===== config.mk =====
export PLATFORM = sky130hd
export DESIGN_NAME = pin_ctl
export DESIGN_NICKNAME = d
export VERILOG_FILES = /design/src/hw/pin_ctl_pkg.sv /design/src/hw/pin_ctl.sv
export SDC_FILE = /design/constraint.sdc
export NUM_CORES = 1
export LEC_CHECK = 0
export ABC_AREA = 1
export BUFFER_PORTS_ARGS = -buffer_cell sky130_fd_sc_hd__buf_2
export CAP_MARGIN = 30
export CORE_MARGIN = 3
export CORE_UTILIZATION = 40
export CTS_CLUSTER_SIZE = 8
export DETAILED_ROUTE_END_ITERATION = 10
export PLACE_DENSITY_LB_ADDON = 0.08
export SETUP_SLACK_MARGIN = 0.15
export SLEW_MARGIN = 20
export SYNTH_ARGS = -nofsm -noshare
export SYNTH_HDL_FRONTEND = slang
export SYNTH_SLANG_ARGS = --single-unit

===== constraint.sdc =====
create_clock -name clk_i -period 4.4 [get_ports clk_i]
set_clock_uncertainty 0.2 [all_clocks]
set_input_delay 0.22 -clock clk_i [delete_from_list [all_inputs] [get_ports clk_i]]
set_output_delay 0.22 -clock clk_i [all_outputs]
set_load 0.03 [all_outputs]

===== src/hw/pin_ctl_pkg.sv =====
// Constants, register map and carrier types for the pin control block.
// Assumes a 200 MHz CPU clock and a 32-bit classic Wishbone register bus.
package pin_ctl_pkg;

  // ==========================================================================
  // Timing
  localparam int unsigned CLK_PERIOD_NS  = 5;
  localparam int unsigned RST_PULSE_NS   = 100;
  localparam int unsigned RST_PULSE_CYC  = (RST_PULSE_NS + CLK_PERIOD_NS - 1) / CLK_PERIOD_NS;

  // ==========================================================================
  // Register byte offsets
  localparam logic [7:0] OFS_SYS_CTRL = 8'h00;
  localparam logic [7:0] OFS_PENDING  = 8'h04;
  localparam logic [7:0] OFS_GPIO_DIR = 8'h08;
  localparam logic [7:0] OFS_GPIO_OUT = 8'h0C;
  localparam logic [7:0] OFS_GPIO_IN  = 8'h10;

  // ==========================================================================
  // Field positions of system_control_status
  localparam int unsigned BIT_CLOCK_OUT_PIN_EN  = 0;
  localparam int unsigned BIT_STE_SEL    = 1;
  localparam int unsigned BIT_IRQ1_EN    = 2;
  localparam int unsigned BIT_IRQ2_EN    = 3;
  localparam int unsigned BIT_IRQ1_RISE  = 4;
  localparam int unsigned BIT_IRQ2_RISE  = 5;
  localparam int unsigned BIT_CLOCK_OUT_PIN_SEL = 14;

  // Pending flag positions.
  localparam int unsigned PND_FAULT_A = 0;
  localparam int unsigned PND_FAULT_B = 1;
  localparam int unsigned PND_IRQ1    = 2;
  localparam int unsigned PND_IRQ2    = 3;

  // GPIO pin indices.
  localparam int unsigned PIN_C5 = 0;
  localparam int unsigned PIN_A2 = 1;
  localparam int unsigned PIN_D0 = 2;
  localparam int unsigned PIN_E0 = 3;

  // Reset values.
  localparam logic [15:0] SYS_CTRL_RST = 16'h0000;
  localparam logic [3:0]  PENDING_RST  = 4'h0;
  localparam logic [3:0]  GPIO_DIR_RST = 4'h0;
  localparam logic [3:0]  GPIO_OUT_RST = 4'h0;

  // Drive of one pin: level and output enable.
  typedef struct packed {
    logic o;
    logic oe;
  } pin_drv_s;

endpackage


===== src/hw/pin_ctl.sv =====
// Pin control logic: system reset pin, drive fault inputs, external interrupts,
// clock output pin and their GPIO fallbacks.
// Assumes pin buffers outside resolve level from o/oe; watchdog overflow comes
// as a one-cycle pulse on clk_i.
//
// Decided for this implementation: the Wishbone slave port and the placing of the registers.
`timescale 1ns/1ps

module pin_ctl
  import pin_ctl_pkg::*;
(
  // Clock and reset
  input  wire logic        clk_i,
  input  wire logic        resetn_i,
  // Wishbone classic slave
  input  wire logic        cyc_i,
  input  wire logic        stb_i,
  input  wire logic        we_i,
  input  wire logic [7:0]  adr_i,
  input  wire logic [3:0]  sel_i,
  input  wire logic [31:0] dat_i,
  output logic      [31:0] dat_o,
  output logic             ack_o,
  // Reset pin and watchdog
  input  wire logic        reset_n_pin_i,
  output pin_drv_s         reset_n_pin_o,
  input  wire logic        wd_overflow_i,
  input  wire logic        watchdog_clock_i,
  // Drive fault inputs
  input  wire logic        drive_fault_in_a_i,
  input  wire logic        drive_fault_in_b_i,
  // Multiplexed GPIO pins: c5, a2, d0, e0
  input  wire logic [3:0]  gpio_i,
  output pin_drv_s  [3:0]  gpio_o,
  // Towards the core and peripherals
  output logic             cpu_hold_o,
  output logic             fetch_start_o,
  output logic             pwm_hiz_a_o,
  output logic             pwm_hiz_b_o,
  output logic      [3:0]  irq_o,
  output logic             conv_start_o,
  output logic             serial_slave_tx_enable_o
);

  // ==========================================================================
  // Input synchronisers
  // Bit order: gpio[3:0], fault a, fault b, reset pin, watchdog clock.
  logic [7:0] raw_in;
  logic [7:0] sync1_r;
  logic [7:0] sync2_r;
  logic [7:0] prev_r;

  assign raw_in = {watchdog_clock_i, reset_n_pin_i, drive_fault_in_b_i,
                   drive_fault_in_a_i, gpio_i};

  always_ff @(posedge clk_i or negedge resetn_i) begin
    if (!resetn_i) begin
      sync1_r <= 8'hFF;
      sync2_r <= 8'hFF;
      prev_r  <= 8'hFF;
    end else begin
      sync1_r <= raw_in;
      sync2_r <= sync1_r;
      prev_r  <= sync2_r;
    end
  end

  // ==========================================================================
  // System reset: pin or watchdog pulse
  localparam logic [4:0] PULSE_LEN = 5'(RST_PULSE_CYC);
  logic [4:0] pulse_cnt_r;
  logic       sys_rst;

  always_ff @(posedge clk_i or negedge resetn_i) begin
    if (!resetn_i) begin
      pulse_cnt_r <= 5'h00;
    end else if (wd_overflow_i && pulse_cnt_r == 5'h00) begin
      pulse_cnt_r <= PULSE_LEN;
    end else if (pulse_cnt_r != 5'h00) begin
      pulse_cnt_r <= pulse_cnt_r - 5'h01;
    end
  end

  // The driven pulse reads back through the synchroniser, so the internal
  // reset outlasts the pulse by the two synchroniser stages.
  assign sys_rst = !sync2_r[6] || (pulse_cnt_r != 5'h00);

  always_ff @(posedge clk_i or negedge resetn_i) begin
    if (!resetn_i) begin
      reset_n_pin_o <= '{o: 1'b0, oe: 1'b0};
      cpu_hold_o    <= 1'b1;
      fetch_start_o <= 1'b0;
    end else begin
      reset_n_pin_o <= '{o: 1'b0, oe: (pulse_cnt_r != 5'h00) || wd_overflow_i};
      cpu_hold_o    <= sys_rst;
      fetch_start_o <= !sys_rst && cpu_hold_o;
    end
  end

  // ==========================================================================
  // Registers
  logic [15:0] ctrl_r;
  logic [3:0]  pend_r;
  logic [3:0]  dir_r;
  logic [3:0]  out_r;
  logic        wr_stb;
  logic [3:0]  pend_set;
  logic [3:0]  pend_clr;

  assign wr_stb = cyc_i && stb_i && we_i && !ack_o;

  always_ff @(posedge clk_i or negedge resetn_i) begin
    if (!resetn_i) begin
      ctrl_r <= SYS_CTRL_RST;
      dir_r  <= GPIO_DIR_RST;
      out_r  <= GPIO_OUT_RST;
    end else if (sys_rst) begin
      ctrl_r <= SYS_CTRL_RST;
      dir_r  <= GPIO_DIR_RST;
      out_r  <= GPIO_OUT_RST;
    end else if (wr_stb) begin
      if (adr_i == OFS_SYS_CTRL) begin
        if (sel_i[0]) ctrl_r[7:0]  <= dat_i[7:0];
        if (sel_i[1]) ctrl_r[15:8] <= dat_i[15:8];
      end
      if (adr_i == OFS_GPIO_DIR && sel_i[0]) dir_r <= dat_i[3:0];
      if (adr_i == OFS_GPIO_OUT && sel_i[0]) out_r <= dat_i[3:0];
    end
  end

  // ==========================================================================
  // Edge detection and pending flags
  logic fault_a_fall;
  logic fault_b_fall;
  logic irq1_edge;
  logic irq2_edge;

  assign fault_a_fall = prev_r[4] && !sync2_r[4];
  assign fault_b_fall = prev_r[5] && !sync2_r[5];
  assign irq1_edge = ctrl_r[BIT_IRQ1_EN] &&
                     (ctrl_r[BIT_IRQ1_RISE] ? (sync2_r[PIN_A2] && !prev_r[PIN_A2])
                                            : (!sync2_r[PIN_A2] && prev_r[PIN_A2]));
  assign irq2_edge = ctrl_r[BIT_IRQ2_EN] &&
                     (ctrl_r[BIT_IRQ2_RISE] ? (sync2_r[PIN_D0] && !prev_r[PIN_D0])
                                            : (!sync2_r[PIN_D0] && prev_r[PIN_D0]));

  assign pend_set = {irq2_edge, irq1_edge, fault_b_fall, fault_a_fall};
  assign pend_clr = (wr_stb && adr_i == OFS_PENDING && sel_i[0]) ? dat_i[3:0] : 4'h0;

  // A new edge in the clearing cycle wins so that no event is lost.
  always_ff @(posedge clk_i or negedge resetn_i) begin
    if (!resetn_i) begin
      pend_r <= PENDING_RST;
    end else if (sys_rst) begin
      pend_r <= PENDING_RST;
    end else begin
      pend_r <= (pend_r & ~pend_clr) | pend_set;
    end
  end

  always_ff @(posedge clk_i or negedge resetn_i) begin
    if (!resetn_i) begin
      pwm_hiz_a_o  <= 1'b0;
      pwm_hiz_b_o  <= 1'b0;
      irq_o        <= 4'h0;
      conv_start_o <= 1'b0;
    end else begin
      // The PWM outputs stay floated until software or a system reset clears the fault flag.
      pwm_hiz_a_o  <= pend_r[PND_FAULT_A] || fault_a_fall;
      pwm_hiz_b_o  <= pend_r[PND_FAULT_B] || fault_b_fall;
      irq_o        <= (pend_r & ~pend_clr) | pend_set;
      conv_start_o <= irq2_edge;
    end
  end

  // ==========================================================================
  // Pin multiplexing
  // The CPU clock is shown at half rate, since the pin comes from a flop.
  logic cpu_clk_div_r;

  always_ff @(posedge clk_i or negedge resetn_i) begin
    if (!resetn_i) begin
      cpu_clk_div_r <= 1'b0;
    end else begin
      cpu_clk_div_r <= !cpu_clk_div_r;
    end
  end

  always_ff @(posedge clk_i or negedge resetn_i) begin
    if (!resetn_i) begin
      gpio_o                   <= '0;
      serial_slave_tx_enable_o <= 1'b1;
    end else if (sys_rst) begin
      gpio_o                   <= '0;
      serial_slave_tx_enable_o <= 1'b1;
    end else begin
      for (int i = 0; i < 4; i++) begin
        gpio_o[i] <= '{o: out_r[i], oe: dir_r[i]};
      end
      if (ctrl_r[BIT_STE_SEL]) begin
        gpio_o[PIN_C5] <= '{o: 1'b0, oe: 1'b0};
      end
      if (ctrl_r[BIT_IRQ1_EN]) begin
        gpio_o[PIN_A2] <= '{o: 1'b0, oe: 1'b0};
      end
      if (ctrl_r[BIT_IRQ2_EN]) begin
        gpio_o[PIN_D0] <= '{o: 1'b0, oe: 1'b0};
      end
      if (ctrl_r[BIT_CLOCK_OUT_PIN_EN]) begin
        gpio_o[PIN_E0] <= '{o: ctrl_r[BIT_CLOCK_OUT_PIN_SEL] ? sync2_r[7] : cpu_clk_div_r,
                            oe: 1'b1};
      end
      serial_slave_tx_enable_o <= ctrl_r[BIT_STE_SEL] ? sync2_r[PIN_C5] : 1'b1;
    end
  end

  // ==========================================================================
  // Wishbone answer: one wait state, unmapped reads return zero
  always_ff @(posedge clk_i or negedge resetn_i) begin
    if (!resetn_i) begin
      ack_o <= 1'b0;
      dat_o <= 32'h0000_0000;
    end else begin
      ack_o <= cyc_i && stb_i && !ack_o;
      case (adr_i)
        OFS_SYS_CTRL: dat_o <= {16'h0000, ctrl_r};
        OFS_PENDING:  dat_o <= {28'h000_0000, pend_r};
        OFS_GPIO_DIR: dat_o <= {28'h000_0000, dir_r};
        OFS_GPIO_OUT: dat_o <= {28'h000_0000, out_r};
        OFS_GPIO_IN:  dat_o <= {24'h00_0000, sync2_r};
        default:      dat_o <= 32'h0000_0000;
      endcase
    end
  end
endmodule


==> metrics.txt <==
Slew Limit Headroom between 50% and 60%; Layout Utilization a little over half; CTS Buf Count 9; CTS H-tree lvls 3; crit share post-route between 40% and 50%; CTS resizes 0; ranking of synthesized cells by area dfrtp_1, dfstp_2, nand2_1; crit start category register; Die Y approximately 100 um; num ports roughly 110; GRT overflow 0; filler instances roughly 790; area delta synth->final 25.3%; Die Wd 101 um; initial core utilization between 40% and 50%; CTS tree yes; Worst Path Max Fanout 24; WP data required approximately 4.5 ns; Slew @ Worst Pin roughly 0.62 ns; ys flop type dfrtp_1; Mean Syn Cell Area 10.4 um2; crit path launch pulse_cnt_r[0]; Post-DP Area about 0.004 mm2; setup TNS 0 ns; Pwr Density roughly 380 mW/mm2; worst skew pair latency around 0.35 ns; Post-Synth Simple-Gate Area between 20 and 25%; Worst-path clk slew 0.09 ns; WL met3 363 um; M1 wire length about 3400 um; unrepaired setup endpoints after global routing no; maxcap violations 0; worst vdd ir 0.000249 V; post-synthesis sequential area ratio between 60% and 70%; fmax 460 MHz; share of cells above drive strength 1 between 20% and 30%; Tightest Hold Check Type in -> reg; Worst Path Arrival approximately 2.2 ns; Synth area leader dfrtp_1; number of cells after detailed placement 520; Seq cells post-synth 90; die area a little over 0.01 mm2; kind of end point of the critical path register; core area about 0.0085 mm2; GP Congestion about 0.85; root cell of the clock tree clkbuf_8; reg2reg start pulse_cnt_r[0]; P_leak 2.32 nW; initial antenna violation count 0; main combinational cell family by area after synthesis simple AND/OR/NAND/NOR gates; CTS sink count 90; adder-cell share of the synthesized area less than 1%; overall global routing resource usage approximately 15%; Post-Synth XOR/XNOR Area less than 1%; clock buffer depth 2; Hold Fails Final Rpt 0; number of remaining DRC errors 0; Yosys top cell area share 47.6%; number of synthesized flops with an enable pin 0; initial DRC count 71; uppermost layer routed met4; mux share of post-synthesis cell area 0%; ys async rst share 100%; DRT Wirelength around 7400 um; DP HPWL 5060 um; top post-synthesis cells by count dfrtp_1, nand2_1, inv_1, nor2_1, nand3_1; critical path class reg -> reg; cell chain of the critical path inv_1 > ha_1 > nand3_2 > nor2_4 > nand2_1 > o21ai_0; nets 513; status finished, final reports clean; ANT nets after route 0; Diodes inserted 0; number of global-route vias before repair between 2000 and 3000; Avg Vias per Cell about 4.5; synthesized area between 0.003 and 0.004 mm2; row count 33; FF+latch area around 0.0023 mm2; HP Start adr_i[0]; final setup fails 0; largest net degree at the start of global routing between 50 and 60; via count approximately 2500; global-route wire length before repair 12200 um; area of the multi-input gates between 0.001 and 0.0015 mm2; compound-gate portion of the synthesized area about 5.7%; Distinct cells, synth 31; setup bufs post-CTS 0; Yosys warnings 0; Slew Viols, Final 0; fin crit period approximately 2.2 ns; DR pass1 iterations 4; Mapped Cells ~350; Port Buffers 75; post-route design area 0.00448 mm2; WL met2 approximately 3400 um; Critical Path Slowest Stage Cell nor2_4; fin cells between 500 and 600; Worst path max stage delay around 0.46 ns; Wirelength per Cell about 13 um
==> registers in the layout, summed over array words and instances, names as in the netlist, 5 cells and up <==
name,count
gpio_o,8
pulse_cnt_r,5
dat_o,16
ctrl_r,16
sync1_r,8
sync2_r,8
==> metrics by stage <==
| stage | power (mW) | hold slack [ns] | setup WS [ns] |
|---|---|---|---|
| global route | 1.80 | 0.0865 | 1.93 |
| CTS | 1.73 | 0.0751 | 2.19 |
| global placement | 1.12 | 0.0302 | 2.23 |
| finish | 1.72 | 0.0819 | 2.23 |
| floorplan | 1.07 | -0.276 | 2.80 |
| detailed placement | 1.13 | 0.0292 | 2.21 |
==> per-layer routing <==
| layer | track usage (%) | vias to the layer above |
|---|---|---|
| met5 | 0 | - |
| met4 | 6.42 | 0 |
| met3 | 3.18 | 11 |
| met2 | 24.6 | 66 |
| met1 | 20.8 | 1189 |
| li1 | - | 1272 |
==> area by class of cell <==
type                    instances  area share, %
flip-flops and latches         90           50.9
multi-input cells             203           22.7
repair buffers                104           14.9
inverters                      46           3.85
clock buffers                  11           3.38
well taps                     105           2.93
clock inverters                 5           1.37
==> critical path, delay by kind of cell (launching register included) <==
family / cells / cell delay [ns]
flip-flops: 1 / 0.37
AO/OA/AOI/OAI: 1 / 0.23
adder cells (fa/ha/maj): 1 / 0.24
buffers and inverters: 1 / 0.11
AND/OR/NAND/NOR: 3 / 0.94
==> cell usage in the layout (no fill, tap or decap) <==
cell,instances
inv_6,1
bufinv_16,1
o22ai_1,5
nand2_1,68
nor2_1,25
o21a_1,1
clkbuf_8,11
nand3_1,23
clkinv_4,2
o21ai_1,5
nor2_2,4
inv_2,2
nor2_4,6
nand2_2,1
nand4_1,8
o21ai_0,21
or2_1,1
dfrtp_1,68
nor2_8,1
nor3_2,1
a21oi_1,5
conb_1,17
nand3_2,3
clkinv_2,1
dlygate4sd3_1,28
buf_4,2
nand3b_1,1
ha_1,1
inv_1,44
nand2_4,3
buf_2,74
dfstp_2,22
a21oi_2,1
xnor2_1,1
and3b_1,1
==> cells by family (layout without fill, tap and decap cells) <==
group,count (synthesis),count (layout)
AOI/OAI and AO/OA,38,38
DFF,90,90
adders and majority gates,1,1
buffers and inverters,68,166
other,1,17
and+or+nand+nor,146,146
xor gates and xnor gates,1,1
==> repair_timing <==
action                                  4_1_cts  5_1_grt
endpoints found under the hold margin        73        0
endpoints found under the setup margin        0        0
hold buffers                                 28        0
==> path summary, 6_finish.rpt <==
kind	endpoint	slack (ns)	depth (start not counted)
max	ctrl_r[12]	2.23	6
min	dat_o[3]	0.08	4
max reg2reg	ctrl_r[12]	2.23	6
min reg2reg	sync2_r[3]	0.16	0
max in group asynchronous	ctrl_r[9]	2.81	3
min in group asynchronous	pend_r[3]	0.18	2
==> report_power, final <==
part           leakage [nW]  total [mW]  switching [mW]  internal (mW)
logic                  1.05       0.231           0.150         0.0802
clock network         0.110       0.592           0.295          0.297
registers              1.16       0.895          0.0182          0.877
total                  2.32        1.72           0.464           1.25
Power figures use the tool's default switching activity.
